### src/core/afe_defs.svh
`ifndef AFE_DEFS_SVH
`define AFE_DEFS_SVH
// ****************************************
// Timing
// ****************************************
`define AFE_CLK_HZ 20000000
`define AFE_MOD_HZ 1000000
`define AFE_CONV_US 128
`define AFE_REFV_US 50
`define AFE_MOD_DIV (`AFE_CLK_HZ / `AFE_MOD_HZ)
`define AFE_CONV_SAMP (`AFE_CONV_US * `AFE_MOD_HZ / 1000000)
`define AFE_REFV_CYC ((`AFE_REFV_US * `AFE_CLK_HZ + 999999) / 1000000)
// ****************************************
// Scaling
// ****************************************
`define AFE_FS_NEG 24'h800000
`define AFE_FS_POS 24'h7fffff
`define AFE_FB_STEP 36'sh124925
`define AFE_DEC_GAIN 26'sh2493
`define AFE_Q_SHIFT 22
// ****************************************
// Fields and reset values
// ****************************************
`define AFE_APC_REFBUF_BIT 0
`define AFE_AMUX_TSE_BIT 0
`define AFE_REFBUF_RST 1'b0
`define AFE_BRG_RST 3'h1
`define AFE_TSRC_RST 1'b0
`define AFE_TSE_RST 1'b1
`define AFE_PGAIN_RST 5'h00
`define AFE_TGAIN_RST 2'h0
`endif

### src/core/afe_pkg.sv
package afe_pkg;
	typedef logic signed [23:0] afe_sample_t;
	typedef enum logic [1:0] {AFE_BRG_2V5 = 2'b00, AFE_BRG_2V0 = 2'b01, AFE_BRG_1V25 = 2'b10} afe_brg_e;
	typedef enum logic {AFE_TSRC_INT = 1'b0, AFE_TSRC_EXT = 1'b1} afe_tsrc_e;
	typedef enum logic {AFE_REF_WAIT = 1'b0, AFE_REF_VALID = 1'b1} afe_ref_e;
	typedef struct packed
	{
		afe_sample_t press;
		afe_sample_t temp;
	} afe_frame_s;
endpackage : afe_pkg

### src/core/afe_chan_if.sv
`timescale 1ns/1ps
`default_nettype none
interface afe_chan_if import afe_pkg::*; ();
	logic mod_tick;
	logic frame_tick;
	afe_sample_t analog_in;
	afe_sample_t result;
	logic [2:0] bitstream;
	modport ctrl (output mod_tick, frame_tick, analog_in, input result, bitstream);
	modport chan (input mod_tick, frame_tick, analog_in, output result, bitstream);
endinterface : afe_chan_if
`default_nettype wire

### src/core/afe_front_end_ctrl.sv
// What this block does
// [RULE1] Pressure modulator: 1 MHz, second order, 3-bit
// [RULE2] Temperature modulator: same 1 MHz second-order loop
// [RULE3] New pressure result every 128 us
// [RULE4] Pressure result is 24-bit two's complement
// [RULE5] Linear scale, 0x800000 to 0x7fffff
// [RULE6] New temperature result every 128 us
// [RULE7] Temperature uses identical 24-bit scaling
// [RULE8] Temperature result in two result registers
// [RULE9] Writing 0 disables reference buffer
// [RULE10] Reference buffer disabled after reset
// [RULE11] Reference valid 50 us after core start
// [RULE12] Bridge supply: 2.5 V, 2 V, 1.25 V
// [RULE13] Temperature source: internal or external pins
// [RULE14] Pressure gain: five-bit field
// [RULE15] Temperature gain: two-bit field
// [RULE16] Single-ended or differential, single-ended versus ground
// [RULE17] Internal sensor needs single-ended, 5 V/V; t_gain_select is not forced and no gain is applied
// [RULE18] Differential unless sensor terminal grounded
// [RULE19] Gain 20 V/V external, 5 V/V internal; t_gain_select is only stored, the result path applies no gain
// [RULE20] Result registers update together per conversion
`timescale 1ns/1ps
`default_nettype none
`include "afe_defs.svh"
module afe_front_end_ctrl import afe_pkg::*;
#(
	parameter int MOD_DIV = `AFE_MOD_DIV,
	parameter int CONV_SAMP = `AFE_CONV_SAMP,
	parameter int REFV_CYC = `AFE_REFV_CYC
)
(
	// Clock and reset
	input wire logic clk,
	input wire logic rst,
	// Sampled analog inputs
	input wire afe_sample_t press_in,
	input wire afe_sample_t tsense_int_in,
	input wire afe_sample_t tsense_pos_in,
	input wire afe_sample_t tsense_neg_in,
	// Configuration writes
	input wire logic cfg_wr,
	input wire logic [1:0] cfg_bridge_supply_select,
	input wire logic cfg_temp_source_select,
	input wire logic [4:0] cfg_p_gain_select,
	input wire logic [1:0] cfg_t_gain_select,
	input wire logic apc_wr,
	input wire logic [7:0] apc_wdata,
	input wire logic amux_wr,
	input wire logic [7:0] amux_wdata,
	// Configuration state
	output logic ref_buffer_en,
	output logic ref_valid,
	output logic [2:0] bridge_supply_select,
	output logic temp_source_select,
	output logic thermal_input_single_ended,
	output logic [4:0] p_gain_select,
	output logic [1:0] t_gain_select,
	// Result registers
	output afe_sample_t pressure_result_reg,
	output logic [15:0] thermal_result_reg_a,
	output logic [7:0] thermal_result_reg_b,
	// Result stream
	output logic res_valid,
	input wire logic res_ready,
	output afe_frame_s res_data,
	output logic res_overrun,
	input wire logic overrun_clear,
	// Modulator bitstreams
	output logic [2:0] press_bitstream,
	output logic [2:0] temp_bitstream
);
	// ****************************************
	// Parameter checks
	// ****************************************
	if (MOD_DIV < 2 || MOD_DIV > 256 || CONV_SAMP < 1 || CONV_SAMP > 128 ||
		REFV_CYC < 1 || REFV_CYC > 1023)
	begin : g_bad_param
		$error("afe_front_end_ctrl: unsupported parameter value");
	end

	// ****************************************
	// Input synchronisers
	// ****************************************
	afe_sample_t pin_in [4];
	afe_sample_t sync1_reg [4];
	afe_sample_t sync2_reg [4];

	assign pin_in[0] = press_in;
	assign pin_in[1] = tsense_int_in;
	assign pin_in[2] = tsense_pos_in;
	assign pin_in[3] = tsense_neg_in;

	for (genvar i = 0; i < 4; i++)
	begin : g_sync
		always_ff @(posedge clk)
		begin
			if (rst)
			begin
				sync1_reg[i] <= '0;
				sync2_reg[i] <= '0;
			end
			else
			begin
				sync1_reg[i] <= pin_in[i];
				sync2_reg[i] <= sync1_reg[i];
			end
		end
	end

	// ****************************************
	// Configuration registers
	// ****************************************
	logic brg_legal;
	logic [2:0] brg_onehot;

	assign brg_legal = cfg_bridge_supply_select != 2'b11;
	assign brg_onehot = (cfg_bridge_supply_select == AFE_BRG_2V5) ? 3'h1 :
		(cfg_bridge_supply_select == AFE_BRG_2V0) ? 3'h2 : 3'h4;

	always_ff @(posedge clk)
	begin
		if (rst)
		begin
			ref_buffer_en <= `AFE_REFBUF_RST; // [RULE10]
			bridge_supply_select <= `AFE_BRG_RST;
			temp_source_select <= `AFE_TSRC_RST;
			thermal_input_single_ended <= `AFE_TSE_RST;
			p_gain_select <= `AFE_PGAIN_RST;
			t_gain_select <= `AFE_TGAIN_RST;
		end
		else
		begin
			if (apc_wr)
				ref_buffer_en <= apc_wdata[`AFE_APC_REFBUF_BIT]; // [RULE9]
			if (amux_wr)
				thermal_input_single_ended <= amux_wdata[`AFE_AMUX_TSE_BIT]; // [RULE16]
			if (cfg_wr)
			begin
				if (brg_legal)
					bridge_supply_select <= brg_onehot; // [RULE12]
				temp_source_select <= cfg_temp_source_select; // [RULE13]
				p_gain_select <= cfg_p_gain_select; // [RULE14]
				t_gain_select <= cfg_t_gain_select; // [RULE15]
			end
		end
	end

	// ****************************************
	// Reference settle timer
	// ****************************************
	afe_ref_e ref_state_reg, ref_state_next;
	logic [9:0] refv_cnt_reg;
	logic refv_done;

	assign refv_done = refv_cnt_reg == 10'(REFV_CYC - 1);

	always_comb
	begin
		ref_state_next = ref_state_reg;
		unique case (ref_state_reg)
			AFE_REF_WAIT: if (refv_done) ref_state_next = AFE_REF_VALID; // [RULE11]
			AFE_REF_VALID: ref_state_next = AFE_REF_VALID;
		endcase
	end

	always_ff @(posedge clk)
	begin
		if (rst)
		begin
			ref_state_reg <= AFE_REF_WAIT;
			refv_cnt_reg <= '0;
			ref_valid <= 1'b0;
		end
		else
		begin
			ref_state_reg <= ref_state_next;
			if (ref_state_reg == AFE_REF_WAIT)
				refv_cnt_reg <= refv_cnt_reg + 10'h001;
			ref_valid <= ref_state_next == AFE_REF_VALID;
		end
	end

	// ****************************************
	// Modulator and frame timing
	// ****************************************
	logic [7:0] div_reg;
	logic [7:0] samp_reg;
	logic div_wrap, samp_wrap;
	logic mod_tick_reg, frame_tick_reg, frame_done_reg;

	assign div_wrap = div_reg == 8'(MOD_DIV - 1);
	assign samp_wrap = samp_reg == 8'(CONV_SAMP - 1);

	always_ff @(posedge clk)
	begin
		if (rst)
		begin
			div_reg <= '0;
			samp_reg <= '0;
			mod_tick_reg <= 1'b0;
			frame_tick_reg <= 1'b0;
			frame_done_reg <= 1'b0;
		end
		else
		begin
			div_reg <= div_wrap ? 8'h00 : div_reg + 8'h01; // [RULE1] [RULE2]
			if (div_wrap)
				samp_reg <= samp_wrap ? 8'h00 : samp_reg + 8'h01;
			mod_tick_reg <= div_wrap;
			frame_tick_reg <= div_wrap && samp_wrap; // [RULE3] [RULE6]
			frame_done_reg <= frame_tick_reg;
		end
	end

	// ****************************************
	// Channel inputs and instances
	// ****************************************
	afe_sample_t tdiff_sat, thermal_ext, thermal_sel;
	logic signed [24:0] tdiff;

	assign tdiff = 25'(sync2_reg[2]) - 25'(sync2_reg[3]);
	assign tdiff_sat = (tdiff > 25'sh07fffff) ? `AFE_FS_POS :
		(tdiff < -25'sh0800000) ? `AFE_FS_NEG : tdiff[23:0];
	assign thermal_ext = thermal_input_single_ended ? sync2_reg[2] : tdiff_sat; // [RULE16]
	assign thermal_sel = (temp_source_select == AFE_TSRC_INT) ? sync2_reg[1] : thermal_ext; // [RULE13]

	afe_chan_if ch_if [2] ();
	afe_sample_t chan_in [2];

	assign chan_in[0] = sync2_reg[0];
	assign chan_in[1] = thermal_sel;

	for (genvar c = 0; c < 2; c++)
	begin : g_chan
		assign ch_if[c].mod_tick = mod_tick_reg;
		assign ch_if[c].frame_tick = frame_tick_reg;
		assign ch_if[c].analog_in = chan_in[c];
		afe_sd_channel u_chan
		(
			.clk(clk),
			.rst(rst),
			.ch(ch_if[c])
		);
	end

	assign press_bitstream = ch_if[0].bitstream;
	assign temp_bitstream = ch_if[1].bitstream;

	// ****************************************
	// Result registers
	// ****************************************
	afe_frame_s frame_word;

	assign frame_word = '{press: ch_if[0].result, temp: ch_if[1].result};

	always_ff @(posedge clk)
	begin
		if (rst)
		begin
			pressure_result_reg <= '0;
			thermal_result_reg_a <= '0;
			thermal_result_reg_b <= '0;
		end
		else if (frame_done_reg)
		begin
			pressure_result_reg <= frame_word.press; // [RULE20]
			thermal_result_reg_a <= frame_word.temp[15:0]; // [RULE8]
			thermal_result_reg_b <= frame_word.temp[23:16];
		end
	end

	// ****************************************
	// Two-entry result buffer
	// ****************************************
	afe_frame_s tail_reg;
	logic tail_valid_reg;
	logic buf_in_ready, push, pop;

	assign buf_in_ready = !tail_valid_reg;
	assign push = frame_done_reg && buf_in_ready;
	assign pop = res_valid && res_ready;

	always_ff @(posedge clk)
	begin
		if (rst)
		begin
			res_valid <= 1'b0;
			res_data <= '0;
			tail_reg <= '0;
			tail_valid_reg <= 1'b0;
			res_overrun <= 1'b0;
		end
		else
		begin
			if (pop)
			begin
				res_valid <= tail_valid_reg || push;
				res_data <= tail_valid_reg ? tail_reg : frame_word;
				tail_valid_reg <= 1'b0;
			end
			else if (push && res_valid)
			begin
				tail_reg <= frame_word;
				tail_valid_reg <= 1'b1;
			end
			else if (push)
			begin
				res_data <= frame_word;
				res_valid <= 1'b1;
			end
			if (frame_done_reg && !buf_in_ready)
				res_overrun <= 1'b1;
			else if (overrun_clear)
				res_overrun <= 1'b0;
		end
	end

	logic [11:0] gap_reg;
	logic gap_seen_reg;

	always_ff @(posedge clk)
	begin
		if (rst)
		begin
			gap_reg <= '0;
			gap_seen_reg <= 1'b0;
		end
		else
		begin
			gap_reg <= frame_tick_reg ? 12'h000 : gap_reg + 12'h001;
			if (frame_tick_reg)
				gap_seen_reg <= 1'b1;
		end
	end
endmodule : afe_front_end_ctrl
`default_nettype wire

### src/core/afe_sd_channel.sv
`timescale 1ns/1ps
`default_nettype none
`include "afe_defs.svh"
module afe_sd_channel import afe_pkg::*;
(
	// Clock and reset
	input wire logic clk,
	input wire logic rst,
	// Control side
	afe_chan_if.chan ch
);
	// ****************************************
	// Second-order loop, 3-bit quantizer
	// ****************************************
	logic signed [35:0] int1_reg, int2_reg, int1_next, int2_next, fb, q_raw;
	logic signed [2:0] q_reg, q_next;
	logic signed [3:0] level;
	logic signed [10:0] acc_reg, sum_next;
	logic signed [25:0] prod;
	afe_sample_t result_reg, result_next;

	assign level = $signed({q_reg, 1'b1});
	assign fb = 36'(level) * `AFE_FB_STEP;
	assign int1_next = int1_reg + 36'(ch.analog_in) - fb;
	assign int2_next = int2_reg + int1_next - (fb <<< 1);
	assign q_raw = int2_next >>> `AFE_Q_SHIFT;
	assign q_next = (q_raw > 36'sd3) ? 3'sd3 : (q_raw < -36'sd4) ? -3'sd4 : q_raw[2:0];

	// ****************************************
	// Decimation to 24-bit signed
	// ****************************************
	assign sum_next = acc_reg + 11'(level);
	assign prod = 26'(sum_next) * `AFE_DEC_GAIN;
	assign result_next = (prod > $signed({2'b00, `AFE_FS_POS})) ? `AFE_FS_POS :
		(prod < $signed({2'b11, `AFE_FS_NEG})) ? `AFE_FS_NEG : prod[23:0];

	always_ff @(posedge clk)
	begin
		if (rst)
		begin
			int1_reg <= '0;
			int2_reg <= '0;
			q_reg <= '0;
			acc_reg <= '0;
			result_reg <= '0;
		end
		else if (ch.mod_tick)
		begin
			int1_reg <= int1_next; // [RULE1] [RULE2]
			int2_reg <= int2_next;
			q_reg <= q_next;
			acc_reg <= ch.frame_tick ? 11'sd0 : sum_next;
			if (ch.frame_tick)
				result_reg <= result_next; // [RULE4] [RULE5] [RULE7]
		end
	end

	assign ch.result = result_reg;
	assign ch.bitstream = q_reg;
endmodule : afe_sd_channel
`default_nettype wire

### config.mk
export PLATFORM = sky130hd
export DESIGN_NAME = afe_front_end_ctrl
export DESIGN_NICKNAME = d
export VERILOG_FILES = /design/src/core/afe_pkg.sv /design/src/core/afe_chan_if.sv /design/src/core/afe_front_end_ctrl.sv /design/src/core/afe_sd_channel.sv
export VERILOG_INCLUDE_DIRS = /design/src /design/src/core
export SDC_FILE = /design/constraint.sdc
export NUM_CORES = 2
export LEC_CHECK = 0
export BUFFER_PORTS_ARGS = -buffer_cell sky130_fd_sc_hd__buf_2
export CAP_MARGIN = 20
export CORE_MARGIN = 2
export CORE_UTILIZATION = 55
export CTS_CLUSTER_SIZE = 8
export DETAILED_ROUTE_END_ITERATION = 8
export PLACE_DENSITY = 0.8
export SYNTH_ARGS = -nofsm -noshare
export SYNTH_HDL_FRONTEND = slang
export SYNTH_HIERARCHICAL = 1
export SYNTH_SLANG_ARGS = --single-unit
### constraint.sdc
create_clock -name clk -period 9.2 [get_ports clk]
set_input_delay 1.38 -clock clk [delete_from_list [all_inputs] [get_ports clk]]
set_output_delay 1.38 -clock clk [all_outputs]
set_load 0.02 [all_outputs]
==> summary.md <==
| Metric | Value |
|---|---|
| First-pass GRT wire length | 152,000 um |
| Yosys reg bits | 602 |
| TritonCTS Buffers | 87 |
| Gr usage total | 0.249 |
| Yosys Warn Count | 6 |
| CTS tree | yes |
| Clk buf depth | 3 |
| Cell area after placement | 41,100 um^2 |
| Clock power share | 0.367 |
| Sequential power share | 0.339 |
| Post-route minimum period | 8.79 ns |
| Final hold vios | 0 |
| IO Pins | 247 |
| Top FF cell, synth | dfxtp_1 |
| Place WS | 0.0841 ns |
| Critical Path End Type | flip-flop |
| Leading cell type in the layout, fill and taps excluded | dfxtp_1 |
| Final setup vio count | 0 |
| IO buf count | 232 |
| Tcrit/Tclk final | 0.956 |
| Status | finished clean |
| Residual DRC | 0 |
| Hold Crit Class | flip-flop to flip-flop |
| Ant diodes | 0 |
| Worst path required time | 9.74 ns |
| Final ANT Viol Nets | 0 |
| Starting Density | 0.555 |
| Total power draw | 7.89 mW |
| Initial antenna violation count | 0 |
| IR drop worst, VDD | 0.000147 V |
| Slew Limit Fails | 0 |
| First-pass iteration count of the detailed router | 6 |
| Number of synthesized flops with an enable pin | 0 |
| Routed len/inst | 16.8 um |
| Vias | 31.4k |
| Root Driver | clkbuf_16 |
| Sw Pwr | 2.50 mW |
| Layout fillers | 5,671 |
| Fin area | 43,700 um^2 |
| CP max stage cell | fa_1 |
| Pin count of the biggest net entering global routing | 201 |
| DIE AREA | 72,700 um^2 |
| Post-synth ARST share | 0 |
| H-tree levels | 3 |
| Clock Latency Late Sink | 0.64 ns |
| Proportion of layout cells with a drive suffix above 1 | 0.115 |
| Area of the mapped netlist | 38,800 um^2 |
| Area Overhead vs Synth | 12.7% |
| Synthesized Nets | 4,992 |
| Slowest cell delay on critical path | 0.58 ns |
| Setup TNS | 0 ns |
| Setup Skew | 0.0318 ns |
| DR vias/cell | 5.71 |
| Sink Count | 602 |
| Routability cong. | 0.919 |
| Synth cell types | 95 |
| Final #Nets | 5,231 |
| Clock slew at reported path FFs | 0.05 ns |
| Die Y-Extent | 270 um |
| Max FO, Critical Path | 8 |
| Max Clk Rate | 114 MHz |
| Combinational fraction of design power | 0.293 |
| Leakage | 19.6 nW |
| Slew margin rel. | 0.319 |
| WP data arrival | 9.34 ns |
| Worst R2R Setup Slack | 0.41 ns |
| Grt ovf | 0 |
| Pwr dens | 180 nW/um^2 |
| Mapped Cells | 4,299 |
| Std-Cell Core Area | 69,900 um^2 |
| Number of max-cap violations | 0 |
| Worst setup SP type | flip-flop |
| Initial DRC count | 1,975 |
| Most frequent cells in the layout | 599 x dfxtp_1, 415 x ha_1, 413 x nor2_1 |
| Row Count | 97 |
| Slew @ Worst Pin | 1.02 ns |
| Sw frac | 0.317 |
| Setup ws final | 0.406 ns |
| Register area share after synthesis | 0.311 |
| Syn Area/Cell | 9.03 um^2 |
| Internal power | 5.39 mW |
| Number of global-route vias before repair | 31.1k |
| WHS | 0.409 ns |
| Post-DP HPWL | 67,300 um |
| Final WL | 92,200 um |
| Critical path class | flip-flop to flip-flop |
| Die X | 270 um |
logic make-up (layout without fill, tap and decap cells):
kind of cell    Yosys count  count (layout)  synth area share
fa+ha+maj               564             564             0.210
xor+xnor                248             248            0.0563
simple gates           1265            1265             0.158
compound gates          989             989             0.168
flops                   602             602             0.311
mux                     212             212            0.0548
buf+inv                 419             671            0.0419
power by group through the flow:
stage	Sequential [mW]	Clock (mW)	Combinational [mW]
after floorplan	2.73	0	1.67
after global placement	2.73	0	2.16
after detailed placement	2.73	0	2.20
after CTS	2.68	2.95	2.23
after global routing	2.68	3.06	2.55
final	2.68	2.90	2.31
synth_stat cells (13+ instances only):
master,n,area [um^2]
nor2_1,414,1550
ha_1,417,5220
a21o_1,102,766
nand2b_1,46,288
inv_1,249,935
a21oi_2,27,236
clkbuf_1,128,480
a221o_1,32,320
nor3_1,58,290
nor2b_1,227,1420
nand2_1,292,1100
or2_2,14,87.6
o22ai_1,30,188
a21oi_1,303,1520
dfxtp_1,602,12100
or3_1,13,81.3
fa_1,147,2940
and2_1,21,131
buf_1,27,101
xnor2_1,158,1380
a22oi_1,17,128
a31oi_1,29,181
o21bai_1,32,240
o21ai_0,150,751
a211oi_1,83,623
mux2i_1,209,2090
o21a_1,43,323
xor2_1,89,780
nand3_1,57,285
and3_1,32,200
nand4_1,32,200
o211ai_1,28,210
routing by layer:
layer	routed length (um)	vias to the layer above	track usage
met5	0	-	0
met1	40800	15000	0.313
li1	-	15500	-
met4	3180	0	0.0963
met2	44700	714	0.433
met3	3600	181	0.0307
layout make-up:
cell class	instances	area [um^2]	area share
repair buffers	318	1870	0.0427
clock buffers	95	2270	0.0519
flip-flops and latches	602	12100	0.276
multi-input cells	3278	25300	0.578
well taps	940	1180	0.0269
inverters	251	942	0.0215
clock inverters	7	139	0.00318
critical path: cells and delay by family (launching register included):
| kind | cells | cell delay [ns] |
|---|---|---|
| xor gates and xnor gates | 1 | 0.21 |
| and+or+nand+nor | 7 | 1.30 |
| DFF | 1 | 0.32 |
| buffers and inverters | 6 | 0.70 |
| adders and majority gates | 6 | 2.32 |
| AOI/OAI and AO/OA | 18 | 3.86 |
what timing repair did:
action | CTS | global route
hold buffers | 0 | 0
endpoints found under the setup margin | 2 | 16
resized for setup | 2 | 29
buffers inserted | 0 | 7
pin swaps | 0 | 11
through the flow:
step / instances / util
6_report: 5491 / 0.626
5_1_grt: 5491 / 0.626
4_1_cts: 5481 / 0.622
3_5_place_dp: 5379 / 0.588
3_3_place_gp: 5379 / 0.588
2_1_floorplan: 4299 / -
final timing paths:
path                                  startpoint  cells after the start                          endpoint
worst max register to register   sync2_reg[2][0]                     38  g_chan[1].u_chan/ch.bitstream[1]
worst max-delay path             sync2_reg[2][0]                     38  g_chan[1].u_chan/ch.bitstream[1]
worst min-delay path            sync1_reg[3][20]                      1                  sync2_reg[3][20]
worst min register to register  sync1_reg[3][20]                      1                  sync2_reg[3][20]
(Power assumes the default switching activity.)
